==> config.mk <==
export PLATFORM = sky130hd
export DESIGN_NAME = qpc_top
export DESIGN_NICKNAME = d
export VERILOG_FILES = /design/src/pkg/qpc_pkg.sv /design/src/hw/qpc_top.sv
export VERILOG_INCLUDE_DIRS = /design/src /design/src/pkg
export SDC_FILE = /design/constraint.sdc
export NUM_CORES = 1
export LEC_CHECK = 0
export ABC_CLOCK_PERIOD_IN_PS = 3600
export BUFFER_PORTS_ARGS = -buffer_cell sky130_fd_sc_hd__buf_4
export CAP_MARGIN = 20
export CORE_ASPECT_RATIO = 0.8
export CORE_MARGIN = 1
export CORE_UTILIZATION = 25
export CTS_BUF_LIST = sky130_fd_sc_hd__clkbuf_8 sky130_fd_sc_hd__clkbuf_16
export CTS_CLUSTER_DIAMETER = 150
export CTS_CLUSTER_SIZE = 40
export DETAILED_ROUTE_END_ITERATION = 8
export PLACE_DENSITY = 0.37
export SETUP_SLACK_MARGIN = 0.15
export SYNTH_ARGS = -nofsm -noshare
export SYNTH_HDL_FRONTEND = slang
export SYNTH_SLANG_ARGS = --single-unit
==> constraint.sdc <==
create_clock -name i_clk -period 3.6 [get_ports i_clk]
set_input_delay 0.72 -clock i_clk [delete_from_list [all_inputs] [get_ports i_clk]]
set_output_delay 0.72 -clock i_clk [all_outputs]
set_load 0.05 [all_outputs]
==> src/pkg/qpc_regs.svh <==
// constants for the quadrature position control block: offsets, fields, reset values
// assumes a 32-bit axi4-lite slave with word-aligned registers
// Function
// RULE1 - The counter enable bit at bit 15 lets the counters run when 1 and stops them when 0, while registers stay accessible.
// RULE2 - Unimplemented control bits, among them bits 14 and 7, read as zero and ignore writes.
// RULE3 - The stop-in-idle bit at bit 13 halts the block while the device is idle when 1, and lets it run when 0.
// RULE4 - The position init mode is a 3-bit field at bits 12 to 10, and code 111 is reserved.
// RULE5 - In mode 000 index events leave the position counter alone.
// RULE6 - In mode 001 every index event clears the position counter.
// RULE7 - In mode 010 the next index event loads the counter from the index init value register.
// RULE8 - In mode 011 the first index event after a home event loads the counter from the index init value register.
// RULE9 - In mode 100 the second index event after a home event loads the counter from the index init value register.
// RULE10 - In mode 101 the counter clears when it equals the greater-equal compare register.
// RULE11 - In mode 110 the counter counts modulo, wrapping between the compare bounds.
// RULE12 - The phase B match bit picks the phase B level needed for an index match.
// RULE13 - The phase A match bit at bit 8 picks the phase A level needed for an index match.
// RULE14 - An index event needs the index input active and both phases at their match levels on the same edge.
`ifndef QPC_REGS_SVH
`define QPC_REGS_SVH
`define QPC_OFS_CTRL       8'h00
`define QPC_OFS_POS        8'h04
`define QPC_OFS_INIT       8'h08
`define QPC_OFS_GEC        8'h0C
`define QPC_OFS_LEC        8'h10
`define QPC_OFS_STAT       8'h14
`define QPC_BIT_EN         15
`define QPC_BIT_SIDL       13
`define QPC_MODE_HI        12
`define QPC_MODE_LO        10
`define QPC_BIT_IMV_B      9
`define QPC_BIT_IMV_A      8
`define QPC_CTRL_MASK      32'h0000_BF00
`define QPC_CTRL_RST       32'h0000_0000
`define QPC_RESP_OKAY      2'b00
`define QPC_RESP_SLVERR    2'b10
`endif

==> src/pkg/qpc_pkg.sv <==
// types for the quadrature position control block
// assumes qpc_regs.svh supplies the numeric constants
package qpc_pkg;
	typedef enum logic [2:0] {
		QPC_MODE_NONE   = 3'h0,
		QPC_MODE_EVERY  = 3'h1,
		QPC_MODE_NEXT   = 3'h2,
		QPC_MODE_HOME1  = 3'h3,
		QPC_MODE_HOME2  = 3'h4,
		QPC_MODE_GEC    = 3'h5,
		QPC_MODE_MODULO = 3'h6,
		QPC_MODE_RSVD   = 3'h7
	} qpc_mode_e;
	typedef logic [31:0] qpc_word_t;
endpackage : qpc_pkg

==> src/hw/qpc_top.sv <==
// quadrature position control: axi4-lite control registers, quadrature decode and position counter
// assumes encoder pins and idle/home levels are asynchronous; one 10 MHz clock
//
// Implementation choices: the AXI4-Lite interface to the registers and the register offsets.
`include "qpc_regs.svh"
module qpc_top #(
	parameter int POS_W = 32
) (
	input  wire logic            i_clk,
	input  wire logic            i_rst_n,
	input  wire logic            i_phase_a_input,
	input  wire logic            i_phase_b_input,
	input  wire logic            i_index,
	input  wire logic            i_home,
	input  wire logic            i_idle,
	input  wire logic            s_axi_awvalid,
	output logic                 s_axi_awready,
	input  wire logic [7:0]      s_axi_awaddr,
	input  wire logic            s_axi_wvalid,
	output logic                 s_axi_wready,
	input  wire qpc_pkg::qpc_word_t s_axi_wdata,
	input  wire logic [3:0]      s_axi_wstrb,
	output logic                 s_axi_bvalid,
	input  wire logic            s_axi_bready,
	output logic [1:0]           s_axi_bresp,
	input  wire logic            s_axi_arvalid,
	output logic                 s_axi_arready,
	input  wire logic [7:0]      s_axi_araddr,
	output logic                 s_axi_rvalid,
	input  wire logic            s_axi_rready,
	output qpc_pkg::qpc_word_t   s_axi_rdata,
	output logic [1:0]           s_axi_rresp,
	output logic [POS_W-1:0]     o_position,
	output logic                 o_index_event
);
	import qpc_pkg::*;

	// elaboration check: the counter must fit a bus word
	if (POS_W < 2 || POS_W > 32) begin : g_bad_width
		$error("qpc_top: POS_W must be 2..32");
	end

	// two-flop synchronisers, one per asynchronous pin
	localparam int NSYNC = 5;
	logic [NSYNC-1:0] pin_raw;
	logic [NSYNC-1:0] sync1_reg;
	logic [NSYNC-1:0] sync2_reg;
	assign pin_raw = {i_idle, i_home, i_index, i_phase_b_input, i_phase_a_input};
	for (genvar g = 0; g < NSYNC; g++) begin : g_sync
		always_ff @(posedge i_clk or negedge i_rst_n) begin
			if (!i_rst_n) begin
				sync1_reg[g] <= 1'b0;
				sync2_reg[g] <= 1'b0;
			end else begin
				sync1_reg[g] <= pin_raw[g];
				sync2_reg[g] <= sync1_reg[g];
			end
		end
	end
	logic pa, pb, idx, home, idle;
	assign {idle, home, idx, pb, pa} = sync2_reg;

	// control and compare registers
	qpc_word_t ctrl_reg;
	logic [POS_W-1:0] init_reg, gec_reg, lec_reg;
	logic             en, sidl, imv_a, imv_b;
	qpc_mode_e        mode;
	assign en    = ctrl_reg[`QPC_BIT_EN];
	assign sidl  = ctrl_reg[`QPC_BIT_SIDL];
	assign imv_a = ctrl_reg[`QPC_BIT_IMV_A];
	assign imv_b = ctrl_reg[`QPC_BIT_IMV_B];
	assign mode  = qpc_mode_e'(ctrl_reg[`QPC_MODE_HI:`QPC_MODE_LO]); // RULE4

	// stop-in-idle freezes counting, registers stay reachable
	logic run;
	assign run = en && !(sidl && idle); // RULE1 RULE3

	// index event: index high with both phases at their match levels
	logic idx_hit;
	assign idx_hit = run && idx && (pa == imv_a) && (pb == imv_b); // RULE12 RULE13 RULE14
	assign o_index_event = idx_hit;

	// quadrature decode from previous phase pair
	logic [1:0] ab_prev_reg;
	logic       step_up, step_dn;
	always_ff @(posedge i_clk or negedge i_rst_n) begin
		if (!i_rst_n) begin
			ab_prev_reg <= 2'b00;
		end else begin
			ab_prev_reg <= {pa, pb};
		end
	end
	always_comb begin
		step_up = 1'b0;
		step_dn = 1'b0;
		if ({pa, pb} != ab_prev_reg) begin
			// gray sequence 00-01-11-10 of {a, b} counts up
			step_up = (ab_prev_reg[1] ^ pb);
			step_dn = !(ab_prev_reg[1] ^ pb);
			if (ab_prev_reg == {~pa, ~pb}) begin // double step: illegal, ignore
				step_up = 1'b0;
				step_dn = 1'b0;
			end
		end
	end

	// home tracking: counts index events since the last home event
	logic       armed_reg;   // for mode 010
	logic [1:0] home_cnt_reg;
	logic       home_seen_reg;
	always_ff @(posedge i_clk or negedge i_rst_n) begin
		if (!i_rst_n) begin
			home_seen_reg <= 1'b0;
			home_cnt_reg  <= 2'd0;
		end else if (run && home) begin
			home_seen_reg <= 1'b1;
			home_cnt_reg  <= 2'd0;
		end else if (idx_hit && home_seen_reg) begin
			home_cnt_reg  <= (home_cnt_reg == 2'd2) ? 2'd2 : home_cnt_reg + 2'd1;
			if ((mode == QPC_MODE_HOME1) || (home_cnt_reg == 2'd1)) begin
				home_seen_reg <= 1'b0; // one load per home event
			end
		end
	end

	// mode 010 loads once, re-armed by writing the control register
	logic ctrl_wr;
	always_ff @(posedge i_clk or negedge i_rst_n) begin
		if (!i_rst_n) begin
			armed_reg <= 1'b1;
		end else if (ctrl_wr) begin
			armed_reg <= 1'b1;
		end else if (idx_hit && mode == QPC_MODE_NEXT) begin
			armed_reg <= 1'b0;
		end
	end

	// position counter
	logic [POS_W-1:0] pos_reg, pos_next;
	logic             pos_wr;
	qpc_word_t        wdata_hold;
	always_comb begin
		pos_next = pos_reg;
		if (step_up) begin
			pos_next = pos_reg + 1'b1;
		end else if (step_dn) begin
			pos_next = pos_reg - 1'b1;
		end
		unique case (mode)
			QPC_MODE_NONE: ; // RULE5
			QPC_MODE_EVERY: if (idx_hit) pos_next = '0; // RULE6
			QPC_MODE_NEXT: if (idx_hit && armed_reg) pos_next = init_reg; // RULE7
			QPC_MODE_HOME1: if (idx_hit && home_seen_reg) pos_next = init_reg; // RULE8
			QPC_MODE_HOME2: if (idx_hit && home_seen_reg && home_cnt_reg == 2'd1) pos_next = init_reg; // RULE9
			QPC_MODE_GEC: if (pos_reg == gec_reg) pos_next = '0; // RULE10
			QPC_MODE_MODULO: begin // RULE11
				if (step_up && pos_reg == gec_reg) pos_next = lec_reg;
				else if (step_dn && pos_reg == lec_reg) pos_next = gec_reg;
			end
			QPC_MODE_RSVD: ; // reserved code behaves as no index effect
		endcase
	end
	always_ff @(posedge i_clk or negedge i_rst_n) begin
		if (!i_rst_n) begin
			pos_reg <= '0;
		end else if (pos_wr) begin
			pos_reg <= wdata_hold[POS_W-1:0];
		end else if (run) begin
			pos_reg <= pos_next; // RULE1
		end
	end
	assign o_position = pos_reg;

	// axi4-lite write: address and data taken in either order
	logic       aw_have_reg, w_have_reg;
	logic [7:0] awaddr_hold;
	logic [3:0] wstrb_hold;
	logic       do_write;
	assign s_axi_awready = !aw_have_reg && !s_axi_bvalid;
	assign s_axi_wready  = !w_have_reg && !s_axi_bvalid;
	assign do_write      = aw_have_reg && w_have_reg && !s_axi_bvalid;
	always_ff @(posedge i_clk or negedge i_rst_n) begin
		if (!i_rst_n) begin
			aw_have_reg <= 1'b0;
			w_have_reg  <= 1'b0;
			awaddr_hold <= 8'h00;
			wdata_hold  <= '0;
			wstrb_hold  <= 4'h0;
		end else begin
			if (s_axi_awvalid && s_axi_awready) begin
				aw_have_reg <= 1'b1;
				awaddr_hold <= s_axi_awaddr;
			end
			if (s_axi_wvalid && s_axi_wready) begin
				w_have_reg <= 1'b1;
				wdata_hold <= s_axi_wdata;
				wstrb_hold <= s_axi_wstrb;
			end
			if (do_write) begin
				aw_have_reg <= 1'b0;
				w_have_reg  <= 1'b0;
			end
		end
	end

	// byte-lane merge for a register write
	function automatic qpc_word_t merge(qpc_word_t old, qpc_word_t nw, logic [3:0] be);
		qpc_word_t r;
		r = old;
		for (int b = 0; b < 4; b++) begin
			if (be[b]) r[8*b +: 8] = nw[8*b +: 8];
		end
		return r;
	endfunction : merge

	logic addr_ok_w;
	assign addr_ok_w = (awaddr_hold[1:0] == 2'b00) && (awaddr_hold <= `QPC_OFS_LEC);
	assign ctrl_wr   = do_write && awaddr_hold == `QPC_OFS_CTRL;
	assign pos_wr    = do_write && awaddr_hold == `QPC_OFS_POS && wstrb_hold == 4'hF;
	qpc_word_t init_w, gec_w, lec_w;
	assign init_w = qpc_word_t'(init_reg);
	assign gec_w  = qpc_word_t'(gec_reg);
	assign lec_w  = qpc_word_t'(lec_reg);

	// register updates; unimplemented control bits masked away
	always_ff @(posedge i_clk or negedge i_rst_n) begin
		if (!i_rst_n) begin
			ctrl_reg <= `QPC_CTRL_RST;
			init_reg <= '0;
			gec_reg  <= '1;
			lec_reg  <= '0;
		end else if (do_write) begin
			unique case (awaddr_hold)
				`QPC_OFS_CTRL: ctrl_reg <= merge(ctrl_reg, wdata_hold, wstrb_hold) & `QPC_CTRL_MASK; // RULE2
				`QPC_OFS_INIT: init_reg <= POS_W'(merge(init_w, wdata_hold, wstrb_hold));
				`QPC_OFS_GEC:  gec_reg  <= POS_W'(merge(gec_w, wdata_hold, wstrb_hold));
				`QPC_OFS_LEC:  lec_reg  <= POS_W'(merge(lec_w, wdata_hold, wstrb_hold));
				default: ;
			endcase
		end
	end

	// write response one cycle after both halves are held
	always_ff @(posedge i_clk or negedge i_rst_n) begin
		if (!i_rst_n) begin
			s_axi_bvalid <= 1'b0;
			s_axi_bresp  <= `QPC_RESP_OKAY;
		end else if (do_write) begin
			s_axi_bvalid <= 1'b1;
			s_axi_bresp  <= addr_ok_w ? `QPC_RESP_OKAY : `QPC_RESP_SLVERR;
		end else if (s_axi_bready) begin
			s_axi_bvalid <= 1'b0;
		end
	end

	// read channel: data registered one cycle after the address
	assign s_axi_arready = !s_axi_rvalid;
	qpc_word_t rd_mux;
	logic      rd_ok;
	always_comb begin
		rd_ok  = 1'b1;
		rd_mux = '0;
		unique case (s_axi_araddr)
			`QPC_OFS_CTRL: rd_mux = ctrl_reg & `QPC_CTRL_MASK; // RULE2
			`QPC_OFS_POS:  rd_mux = qpc_word_t'(pos_reg);
			`QPC_OFS_INIT: rd_mux = init_w;
			`QPC_OFS_GEC:  rd_mux = gec_w;
			`QPC_OFS_LEC:  rd_mux = lec_w;
			`QPC_OFS_STAT: rd_mux = {26'h000_0000, home_seen_reg, armed_reg, run, pb, pa, idx};
			default:       rd_ok  = 1'b0;
		endcase
	end
	always_ff @(posedge i_clk or negedge i_rst_n) begin
		if (!i_rst_n) begin
			s_axi_rvalid <= 1'b0;
			s_axi_rdata  <= '0;
			s_axi_rresp  <= `QPC_RESP_OKAY;
		end else if (s_axi_arvalid && s_axi_arready) begin
			s_axi_rvalid <= 1'b1;
			s_axi_rdata  <= rd_mux;
			s_axi_rresp  <= rd_ok ? `QPC_RESP_OKAY : `QPC_RESP_SLVERR;
		end else if (s_axi_rready) begin
			s_axi_rvalid <= 1'b0;
		end
	end

	// checks
	chk_disabled_hold: assert property (@(posedge i_clk) disable iff (!i_rst_n)
		!en && !pos_wr |=> pos_reg == $past(pos_reg)) else $error("counter moved while disabled"); // RULE1
	chk_idle_hold: assert property (@(posedge i_clk) disable iff (!i_rst_n)
		sidl && idle && !pos_wr |=> $stable(pos_reg)) else $error("counter moved in idle"); // RULE3
	chk_ctrl_unimpl: assert property (@(posedge i_clk) disable iff (!i_rst_n)
		(ctrl_reg & ~`QPC_CTRL_MASK) == 32'h0000_0000) else $error("unimplemented bit set"); // RULE2
	chk_mode_every: assert property (@(posedge i_clk) disable iff (!i_rst_n)
		idx_hit && mode == QPC_MODE_EVERY && !pos_wr |=> pos_reg == '0) else $error("index did not clear"); // RULE6
	chk_mode_next: assert property (@(posedge i_clk) disable iff (!i_rst_n)
		idx_hit && mode == QPC_MODE_NEXT && armed_reg && !pos_wr |=> pos_reg == $past(init_reg))
		else $error("index did not load"); // RULE7
	chk_mode_home1: assert property (@(posedge i_clk) disable iff (!i_rst_n)
		idx_hit && mode == QPC_MODE_HOME1 && home_seen_reg && !pos_wr |=> pos_reg == $past(init_reg))
		else $error("first index after home did not load"); // RULE8
	chk_mode_gec: assert property (@(posedge i_clk) disable iff (!i_rst_n)
		run && mode == QPC_MODE_GEC && pos_reg == gec_reg && !pos_wr |=> pos_reg == '0)
		else $error("compare match did not clear"); // RULE10
	chk_index_match: assert property (@(posedge i_clk) disable iff (!i_rst_n)
		o_index_event |-> idx && pa == imv_a && pb == imv_b) else $error("index without phase match"); // RULE14
	cov_index_load: cover property (@(posedge i_clk) disable iff (!i_rst_n) idx_hit && mode == QPC_MODE_NEXT);
	cov_home2: cover property (@(posedge i_clk) disable iff (!i_rst_n) idx_hit && mode == QPC_MODE_HOME2);
	cov_modulo_wrap: cover property (@(posedge i_clk) disable iff (!i_rst_n)
		run && mode == QPC_MODE_MODULO && step_up && pos_reg == gec_reg);
endmodule : qpc_top

Word level (Yosys, flattened, before mapping)

Cells that the tools add are included.

Bits in registers: 235
Bits in latches: 0
Bits in writable memories: 0
ROM bits: 0
Bits of input ports: 64
Output and inout port bits: 74
Memories kept: 0

Add/sub/neg operators: 3
$mul: 0
Div/mod/pow operators: 0
Order comparisons: 1
Eq/ne operators: 24
Shift operators: 0
Muxes and demuxes: 36
Bitwise logic cells: 3
Reduce and logical (&&, ||, !) cells: 56

Operators by type and width:

| cell                                                | number |
|---|---|
| one-hot mux 32 bit (6 select lines)                 | 2 |
| two-way mux 32 bit                                  | 11 |
| equality test 32 bit                                | 2 |
| AND reduction 3 bit                                 | 13 |
| adder 32 x 1 -> 32 bit, second input constant       | 1 |
| equality test 8 x 4 -> 1 bit, second input constant | 4 |
| subtractor 32 x 1 -> 32 bit, second input constant  | 1 |
| equality test 8 x 5 -> 1 bit, second input constant | 3 |
| logical AND 1 bit                                   | 23 |
| two-way mux 1 bit                                   | 18 |
| equality test 8 x 3 -> 1 bit, second input constant | 2 |
| logical NOT 8 bit                                   | 2 |
| nonzero test 2 bit                                  | 8 |
| two-way mux 2 bit                                   | 5 |
| equality test 3 bit, second input constant          | 3 |
| <= comparator 8 x 5 -> 1 bit, second input constant | 1 |
| equality test 3 x 2 -> 1 bit, second input constant | 2 |
| logical NOT 1 bit                                   | 6 |
| OR reduction 6 bit                                  | 1 |
| equality test 4 bit, second input constant          | 1 |
| equality test 3 x 1 -> 1 bit, second input constant | 1 |
| adder 2 x 1 -> 2 bit, second input constant         | 1 |
| equality test 1 bit                                 | 2 |
| equality test 2 x 1 -> 1 bit, second input constant | 1 |
| 8 further kinds                                     | 9 |

Depth between registers and ports, before layout

Gate-level depths: netlist of run 1.

Depth after elaboration: 12
Depth in mapped cells: 10
Gate-level depth less buffers: 9

Worst setup path before layout of run 1

Ideal clock, no wire load.

Path type: reg-to-reg
From: register pos_reg[13], in the netlist o_position[13]
To: register pos_reg[23], in the netlist o_position[23]
Library setup time: 0.073 ns
Arrival time: 3.346 ns
Required time: 3.527 ns
Path slack: 0.181 ns
Cell stages (with the launch flop): 10
Path buffers: 2
Clock period less this slack: 3.419 ns
Path through: dfrtp_1 -> buf_6 -> or4_4 -> or4_1 -> buf_2 -> or4b_4 -> and3b_1 -> or3_1 -> a211o_1 -> a21oi_2

Cells in the longest elaborated chain, start to end: 8
Elaborated cells between the ends (all ways): 18
Classes of those cells: 2 x add/sub; 2 x eq/ne; 12 x mux; 2 x reduce/logical

RTL lines:

| what                                  | line           | source |
|---|---|---|
| start, declared                       | qpc_top.sv:139 | `logic [POS_W-1:0] pos_reg, pos_next;` |
| start signal, assigned                | qpc_top.sv:167 | `pos_reg <= wdata_hold[POS_W-1:0];` |
| start signal, assigned                | qpc_top.sv:169 | `pos_reg <= pos_next;` |
| subtractor 32 x 1 -> 32 bit           | qpc_top.sv:147 | `pos_next = pos_reg - 1'b1;` |
| two-way mux 32 bit                    | qpc_top.sv:146 | `end else if (step_dn) begin` |
| two-way mux 32 bit                    | qpc_top.sv:144 | `if (step_up) begin` |
| two-way mux 32 bit                    | qpc_top.sv:158 | `else if (step_dn && pos_reg == lec_reg) pos_next = gec_reg;` |
| two-way mux 32 bit                    | qpc_top.sv:157 | `if (step_up && pos_reg == gec_reg) pos_next = lec_reg;` |
| one-hot mux 32 bit (6 select lines) * | qpc_top.sv:149 | `unique case (mode)` |
| two-way mux 32 bit *                  | qpc_top.sv:168 | `end else if (run) begin` |
| two-way mux 32 bit *                  | qpc_top.sv:166 | `end else if (pos_wr) begin` |

Mark *: on every way between the ends. The rest lies on a longest branch, timed or not. The select of a mux whose other input is x is not followed.
A chain may end at the register's enable or synchronous reset.

Worst setup path in the final report of run 1

From: register sync2_reg[1], in the netlist pb
To: register pos_reg[31], in the netlist o_position[31]

Cells in the longest elaborated chain, start to end: 11
Elaborated cells between the ends (all ways): 28
Classes of those cells: 3 x eq/ne; 16 x mux; 2 x bitwise; 7 x reduce/logical

RTL lines:

| what                                                     | line                                         | source |
|---|---|---|
| start, declared                                          | qpc_top.sv:47                                | `logic [NSYNC-1:0] sync2_reg;` |
| start signal, assigned by index                          | qpc_top.sv:56                                | `sync2_reg[g] <= sync1_reg[g];` |
| NOT 1 bit or XOR 1 bit (tied branches)                   | qpc_top.sv:100, qpc_top.sv:98, qpc_top.sv:99 |  |
| equality test 2 bit or logical NOT 1 bit (tied branches) | qpc_top.sv:100, qpc_top.sv:99                |  |
| two-way mux 1 bit                                        | qpc_top.sv:100                               | `if (ab_prev_reg == {~pa, ~pb}) begin` |
| two-way mux 1 bit                                        | qpc_top.sv:96                                | `if ({pa, pb} != ab_prev_reg) begin` |
| two-way mux 32 bit                                       | qpc_top.sv:146                               |  |
| two-way mux 32 bit                                       | qpc_top.sv:144                               |  |
| two-way mux 32 bit                                       | qpc_top.sv:158                               |  |
| two-way mux 32 bit                                       | qpc_top.sv:157                               |  |
| one-hot mux 32 bit (6 select lines) *                    | qpc_top.sv:149                               |  |
| two-way mux 32 bit *                                     | qpc_top.sv:168                               |  |
| two-way mux 32 bit *                                     | qpc_top.sv:166                               |  |

Marks and branches as above.

==> results of run 1 <==
-- power groups by stage --
stage / clock, mW / sequential, mW / combinational [mW]
6_report: 1.35 / 4.26 / 4.19
3_5_place_dp: 0 / 4.30 / 4.17
2_1_floorplan: 0 / 4.29 / 2.39
3_3_place_gp: 0 / 4.29 / 4.19
5_1_grt: 1.49 / 4.38 / 4.50
4_1_cts: 1.43 / 4.25 / 4.20
-- metal layers --
metal	track usage [%]	vias up	part of all wire (%)
li1	-	5088	-
met1	32.4	5841	50
met2	30.4	417	43
met3	2.34	48	5.8
met4	3.55	0	1.6
met5	0	-	0
-- path summary, 6_finish.rpt --
| kind | endpoint | startpoint | cells after the start | slack, ns |
|---|---|---|---|---|
| min in group i_clk | sync1_reg[4] | i_idle | 1 | 0.29 |
| max reg2reg | o_position[31] | pb | 7 | 0.42 |
| max in group asynchronous | gec_reg[5] | i_rst_n | 2 | 2.56 |
| min reg2reg | pb | sync1_reg[1] | 0 | 0.37 |
| max | o_position[31] | pb | 7 | 0.42 |
| min | s_axi_rdata[20] | i_rst_n | 1 | 0.18 |
-- final cells by class --
cell class / instances / area (um2)
antenna: 1 / 2.50
clock buffer: 9 / 225
clock inverter: 4 / 20.0
fill: 5381 / 35900
inverter: 24 / 90.1
multi-input combinational: 931 / 6770
sequential: 233 / 5870
tap: 684 / 856
timing repair buffer: 230 / 1820
-- critical path, stage by stage (launching register included) --
cell      delay, ns
dfrtp_1        0.59
xor2_1         0.73
nand2_1        0.45
nor3_1         0.49
o221ai_1       0.32
xor2_1         0.22
a31oi_1        0.20
o21a_1         0.13
-- logic make-up (layout without fill, tap and decap cells) --
logic type                 Yosys count  count (layout)
xor gates and xnor gates            97              97
DFF                                233             233
AOI/OAI and AO/OA                  350             350
muxes                              154             154
and+or+nand+nor                    324             324
other                                1               3
adders and majority gates            4               4
buffers and inverters              128             267
-- cell usage in the layout, fill, tap and decap left out, types with 33 or more instances in the layout --
cell,Yosys,routed
a221oi_1,37,37
or3_1,35,35
nand2_1,70,70
xnor2_1,84,84
o21ai_0,90,90
nor2_1,52,50
dfrtp_1,200,200
a21oi_1,63,62
nand4_1,43,43
mux2_2,138,138
dfstp_2,33,33
buf_4,4,222
-- stage by stage --
step           cell area, um2  util [%]  std cells
2_1_floorplan           13200         -       1292
3_3_place_gp            15400      29.9       2102
3_5_place_dp            15400      29.9       2102
4_1_cts                 15700      30.3       2115
5_1_grt                 15700      30.3       2115
6_report                15700      30.4       2116
==> key figures, run 1 <==
Run status
  – Outcome: finished clean

Global route
  – Number of antenna violations at the first check in global routing: 0
  – Global route total overflow: 0
  – Global-route usage over all layers: 20.7%
  – First-pass GRT wire length: 82300 um
  – Largest net degree at the start of global routing: 76
  – Via count of the first global-routing pass: 11.3k

Route
  – TritonRoute pass-1 iters: 6
  – Vias/cell: 5.38
  – Drt drc: 0
  – Number of violations reported at the end of detailed-routing iteration 0: 1019
  – Final antenna-violating net count: 0
  – Wire length per cell: 26.4 um
  – Routed Wire Length: 55800 um
  – Overall via count from detail_route: 11.4k

Place
  – Port buffer count: 135
  – Final Wtd Congestion: 0.939
  – Worst setup slack before clock tree synthesis: 0.484 ns
  – Final HPWL from detailed placement: 40700 um

Die
  – Core area: 51600 um2
  – Die Area: 53600 um2
  – Boundary pin count: 138
  – DIE WIDTH: 259 um
  – Row count: 74
  – Initial Utilization: 25.5%
  – Height of the die: 207 um

Power
  – Cell area power density: 627 nW/um2
  – Net load switching power: 4.46 mW
  – Leakage power figure: 6.58 nW
  – Overall Power: 9.81 mW
  – Flop pwr share: 43.5%
  – Clock share of power: 13.8%
  – Internal: 5.35 mW
  – Share of total power consumed by net switching: 45.4%
  – Worst vdd rail ir drop: 396 uV
  – Share of total power in combinational logic: 42.7%

Layout
  – Final-stage net count: 1497
  – Area growth from synthesis to layout: 18.8%
  – Layout cell share with drive strength beyond 1: 30.5%

Min path
  – Worst hold path type: in2async

Logic synthesis
  – Ys flop type: dfrtp_1
  – Cell types occupying the most area after synthesis: dfrtp_1 38%, mux2_2 12%, dfstp_2 6.6%, xnor2_1 5.6%, o21ai_0 3.4%
  – Top-area cell type share of the netlist area: 38.0%
  – Combinational family with the most area after synthesis: compound AO/OA/AOI/OAI gates
  – Adder-cell area share of the yosys netlist: 0.380%
  – Average cell area after synthesis: 10.2 um2
  – Most used standard cells in the synthesized netlist: 200 x dfrtp_1, 138 x mux2_2, 90 x o21ai_0, 84 x xnor2_1, 80 x clkbuf_1
  – Most frequent cell after synthesis: dfrtp_1
  – Register area share after synthesis: 44.6%
  – Number of enable flip-flop cells after synthesis: 0
  – Share of synthesized registers carrying an async set or reset: 100%
  – Share of cell area taken by muxes after synthesis: 13.0%
  – Ys Warns: 0
  – Number of instances in the synthesized netlist: 1291
  – Post-synth top area cell: dfrtp_1
  – Count of unique library cells instantiated by Yosys: 77
  – Cell Area, Synth: 13200 um2
  – Number of synthesized register bits: 233
  – Simple-gate share of the synthesized area: 13.1%
  – XOR/XNOR Fraction of Synth Area: 6.45%
  – Share of the synthesized area in compound gates (AO/OA/AOI/OAI): 18.1%

Clocking
  – CTS Root Buffer Type: clkbuf_16
  – Number of gates resized after CTS: 0
  – Setup Fix Bufs, Post-CTS: 0
  – Number of clock sinks seen by CTS: 233
  – TritonCTS buffer count: 9
  – Clock latency of the later-clocked register in the worst-skew pair: 0.53 ns
  – TritonCTS clock tree: yes
  – Clock transition at the registers of the reported paths: 0.16 ns
  – Number of buffers inserted for hold repair after clock tree synthesis: 0
  – H-Tree Depth: 1
  – Maximum number of buffers from clock root to sink: 3

STA
  – Hold Violations, Final: 0
  – Setup skew after layout: 0.0238 ns
  – Max Slew Vio Count: 0
  – Post-route worst hold slack: 0.178 ns
  – Final setup violation count: 0
  – Tightest slew margin relative to the limit: 38.4%
  – Final period demand of the worst path: 3.18 ns
  – Maximum clock frequency: 315 MHz
  – Unrepaired setup endpoints after global routing: false
  – Share of the cycle needed by the critical path after routing: 88.2%
  – Post-layout worst setup margin: 0.424 ns
  – Setup TNS Final: 0 ns
  – Pin slew with the least headroom to its limit: 0.924 ns

Worst setup path
  – Worst Setup Start Kind: flip-flop
  – Data arrival at the endpoint of the critical path: 3.65 ns
  – Data required time of the worst path: 4.07 ns
  – Critical path class: reg2reg
  – Largest fanout on the critical path: 8
  – Type of destination of the critical path: flip-flop

Flow run
  – Number of maximum-capacitance violations: 0
(Power assumes the default switching activity.)
==> inputs of run 2 (changes only) <==
- ABC_AREA: unset -> 1
- CELL_PAD_IN_SITES_DETAIL_PLACEMENT: unset -> 1
- CELL_PAD_IN_SITES_GLOBAL_PLACEMENT: unset -> 2
- PLACE_DENSITY: 0.37 -> 0.59
==> run 2 against run 1 <==
Flip-flop and latch count is the same. Maximum frequency rose by 6.1%. Clock skew increased by 0.014 ns. Via count grew 27%. First-iteration DRC count rose by 2.8%. Synthesized area up 9.2%. Wire length increased by 29%.
==> key figures, run 2 <==
Clocking
  – CTS Root Buffer Type: clkbuf_16
  – Number of gates resized after CTS: 0 (unchanged)
  – Setup Fix Bufs, Post-CTS: 0 (unchanged)
  – Maximum number of buffers from clock root to sink: 3 (unchanged)
  – H-Tree Depth: 1 (unchanged)
  – TritonCTS clock tree: yes
  – TritonCTS buffer count: 11 (+2)
  – Number of clock sinks seen by CTS: 233 (unchanged)
  – Clock latency of the later-clocked register in the worst-skew pair: 0.54 ns (about the same)
  – Number of buffers inserted for hold repair after clock tree synthesis: 0 (unchanged)
  – Clock transition at the registers of the reported paths: 0.15 ns (about the same)

Worst setup path
  – Worst Setup Start Kind: flip-flop
  – Standard cell with the maximum stage delay on the critical path: dfrtp_1
  – Type of destination of the critical path: flip-flop
  – Largest fanout on the critical path: 41 (+33)
  – Data arrival at the endpoint of the critical path: 3.43 ns (-0.22 ns)
  – Critical path's most frequent cell: nand2_1
  – Crit path buf inv count: 3 (+3)
  – Data required time of the worst path: 4.04 ns (-0.03 ns)
  – Worst path max stage delay: 0.61 ns (-0.12 ns)
  – Category of cells accounting for the largest share of critical-path delay: simple AND/OR/NAND/NOR gates
  – Critical path class: reg2reg
  – Worst-path cell chain: nand2_1, nand2_1, inv_1, nand2_4, nand3b_4, inv_4, nand3_4, buf_12, nand3_1, nand2_1, a21oi_1, nand2_1, nand2_1, nand2_1

STA
  – Max Slew Vio Count: 0 (unchanged)
  – Tightest slew margin relative to the limit: 26.8% (-12 points)
  – Post-route worst hold slack: 0.109 ns (-0.0693 ns)
  – Share of the cycle needed by the critical path after routing: 83.2% (-5.0 points)
  – Pin slew with the least headroom to its limit: 1.08 ns (+0.159 ns)
  – Hold Violations, Final: 0 (unchanged)
  – Maximum clock frequency: 334 MHz (+6.1%)
  – Setup TNS Final: 0 ns (unchanged)
  – Setup skew after layout: 0.0377 ns (+0.0139 ns)
  – Final period demand of the worst path: 2.99 ns (-0.181 ns)
  – Final setup violation count: 0 (unchanged)
  – Post-layout worst setup margin: 0.605 ns (+0.181 ns)
  – Unrepaired setup endpoints after global routing: false

Route
  – Final antenna-violating net count: 0 (unchanged)
  – Drt drc: 0 (unchanged)
  – Routed Wire Length: 72000 um (+29%)
  – Uppermost routed layer: met4
  – Vias/cell: 4.94 (-8.2%)
  – Overall via count from detail_route: 14.5k (+27%)
  – Number of violations reported at the end of detailed-routing iteration 0: 1048 (+2.8%)
  – Wire length per cell: 24.5 um (-7.0%)
  – Detailed route wirelength on metal2: 30100 um (+26%)
  – TritonRoute pass-1 iters: 5 (-1)
  – WL met3: 3730 um (+16%)
  – Post-route met1 wirelength: 36800 um (+33%)

Place
  – Port buffer count: 135 (unchanged)
  – Worst setup slack before clock tree synthesis: 0.647 ns (+0.163 ns)
  – Final Wtd Congestion: 0.912 (-2.9%)
  – Final HPWL from detailed placement: 53600 um (+32%)

Die
  – Initial Utilization: 25.3% (-0.21 points)
  – Boundary pin count: 138 (unchanged)
  – Height of the die: 217 um (+4.5%)
  – Die Area: 58500 um2 (+9.1%)
  – DIE WIDTH: 270 um (+4.5%)
  – Row count: 78 (+5.4%)
  – Core area: 56800 um2 (+10%)

Logic synthesis
  – Most frequent cell after synthesis: nand2_1
  – Cell types occupying the most area after synthesis: dfrtp_1 35%, nand2_1 18%, o21ai_0 6.8%, dfstp_2 6.0%, inv_1 5.8%
  – Cell Area, Synth: 14400 um2 (+9.2%)
  – Post-synth top area cell: dfrtp_1
  – Average cell area after synthesis: 6.95 um2 (-32%)
  – Number of instances in the synthesized netlist: 2072 (+60%)
  – Number of enable flip-flop cells after synthesis: 0 (unchanged)
  – Number of synthesized register bits: 233 (unchanged)
  – Count of unique library cells instantiated by Yosys: 50 (-35%)
  – Share of synthesized registers carrying an async set or reset: 100% (unchanged)
  – Most used standard cells in the synthesized netlist: 706 x nand2_1, 224 x inv_1, 200 x dfrtp_1, 195 x o21ai_0, 161 x nor2_1
  – Top-area cell type share of the netlist area: 34.8% (-3.2 points)
  – Ys Warns: 0 (unchanged)
  – Register area share after synthesis: 40.8% (-3.8 points)
  – Ys flop type: dfrtp_1

Power
  – Share of total power consumed by net switching: 52.9% (+7.4 points)
  – Flop pwr share: 34.7% (-8.8 points)
  – Net load switching power: 6.75 mW (+52%)
  – Cell area power density: 766 nW/um2 (+22%)
  – Share of total power in combinational logic: 51.9% (+9.2 points)
  – Worst vdd rail ir drop: 424 uV (+7.2%)
  – Clock share of power: 13.4% (-0.4 points)
  – Internal: 6.03 mW (+13%)
  – Leakage power figure: 8.22 nW (+25%)

Flow run
  – Number of maximum-capacitance violations: 0 (unchanged)

Global route
  – First-pass GRT wire length: 105000 um (+28%)
  – Global route total overflow: 0 (unchanged)
  – Largest net degree at the start of global routing: 63 (-17%)
  – Via count of the first global-routing pass: 14.7k (+30%)
  – Global-route usage over all layers: 24.6% (+4.0 points)
  – Number of antenna violations at the first check in global routing: 2 (+2)

Layout
  – Area growth from synthesis to layout: 15.9%
  – Final-stage net count: 2236 (+49%)
  – Most frequent cells in the layout: 704 x nand2_1, 225 x inv_1, 200 x dfrtp_1
  – Commonest non-fill, non-tap cell in the layout: nand2_1
  – Layout cell share with drive strength beyond 1: 13.8% (-17 points)

Min path
  – Worst hold path type: in2async

Run status
  – Outcome: finished clean
==> run 2: cell count changes after synthesis, moves of 35 or more <==
cell      previous run  this run
or3_1               35         0
inv_1               24       224
xnor2_1             84        16
o21ai_0             90       195
clkbuf_1            80        40
mux2_2             138         6
buf_2                1        36
nand3_1             25       128
o22ai_1              9        44
nor2_1              52       161
nand2_1             70       706
==> run 2: power by group through the flow <==
| stage | logic, mW | clock network [mW] | registers, mW |
|---|---|---|---|
| after CTS | 6.64 | 1.80 | 4.42 |
| after global routing | 7.29 | 1.85 | 4.55 |
| after floorplan | 3.84 | 0 | 4.50 |
| after global placement | 6.58 | 0 | 4.45 |
| after detailed placement | 6.62 | 0 | 4.48 |
| final | 6.63 | 1.72 | 4.44 |
==> run 2: cells by family (layout without fill, tap and decap cells) <==
family,Yosys count,after routing,synth area share [%]
buf+inv,342,441,10.1
mux,6,6,0.469
flops,233,233,40.8
fa+ha+maj,4,4,0.348
other cells,1,3,0.0261
simple gates,1084,1084,31.7
xor+xnor,44,44,2.73
compound gates,358,358,13.9
==> run 2: final cells by class <==
cell class | instances | area (um2)
antenna | 1 | 2.50
fill | 7047 | 40100
inverter | 242 | 911
timing repair buffer | 182 | 1470
clock buffer | 11 | 275
sequential | 233 | 5870
clock inverter | 6 | 103
multi-input combinational | 1498 | 7090
tap | 760 | 951
==> run 2: final timing paths <==
check,end,startpoint,depth (start not counted),slack [ns]
max,o_position[27],pb,14,0.61
min reg2reg,idle,sync1_reg[4],0,0.37
max in group asynchronous,gec_reg[30],i_rst_n,2,2.55
min,init_reg[20],i_rst_n,1,0.11
max reg2reg,o_position[27],pb,14,0.61
min in group i_clk,sync1_reg[0],i_phase_a_input,1,0.29
==> run 2: metrics by stage <==
| step | total power [mW] | area [um2] | utilization, % | instances |
|---|---|---|---|---|
| after floorplan | 8.34 | 14400 | - | 2073 |
| after global placement | 11.0 | 16300 | 28.7 | 2915 |
| after detailed placement | 11.1 | 16300 | 28.7 | 2915 |
| after CTS | 12.9 | 16700 | 29.4 | 2932 |
| after global routing | 13.7 | 16700 | 29.4 | 2932 |
| final | 12.8 | 16700 | 29.4 | 2933 |
==> run 2: per-layer routing <==
layer	track usage [%]	up-vias
li1	-	6807
met1	37.8	7299
met2	36.6	342
met3	3.36	55
met4	4.46	0
met5	0	-
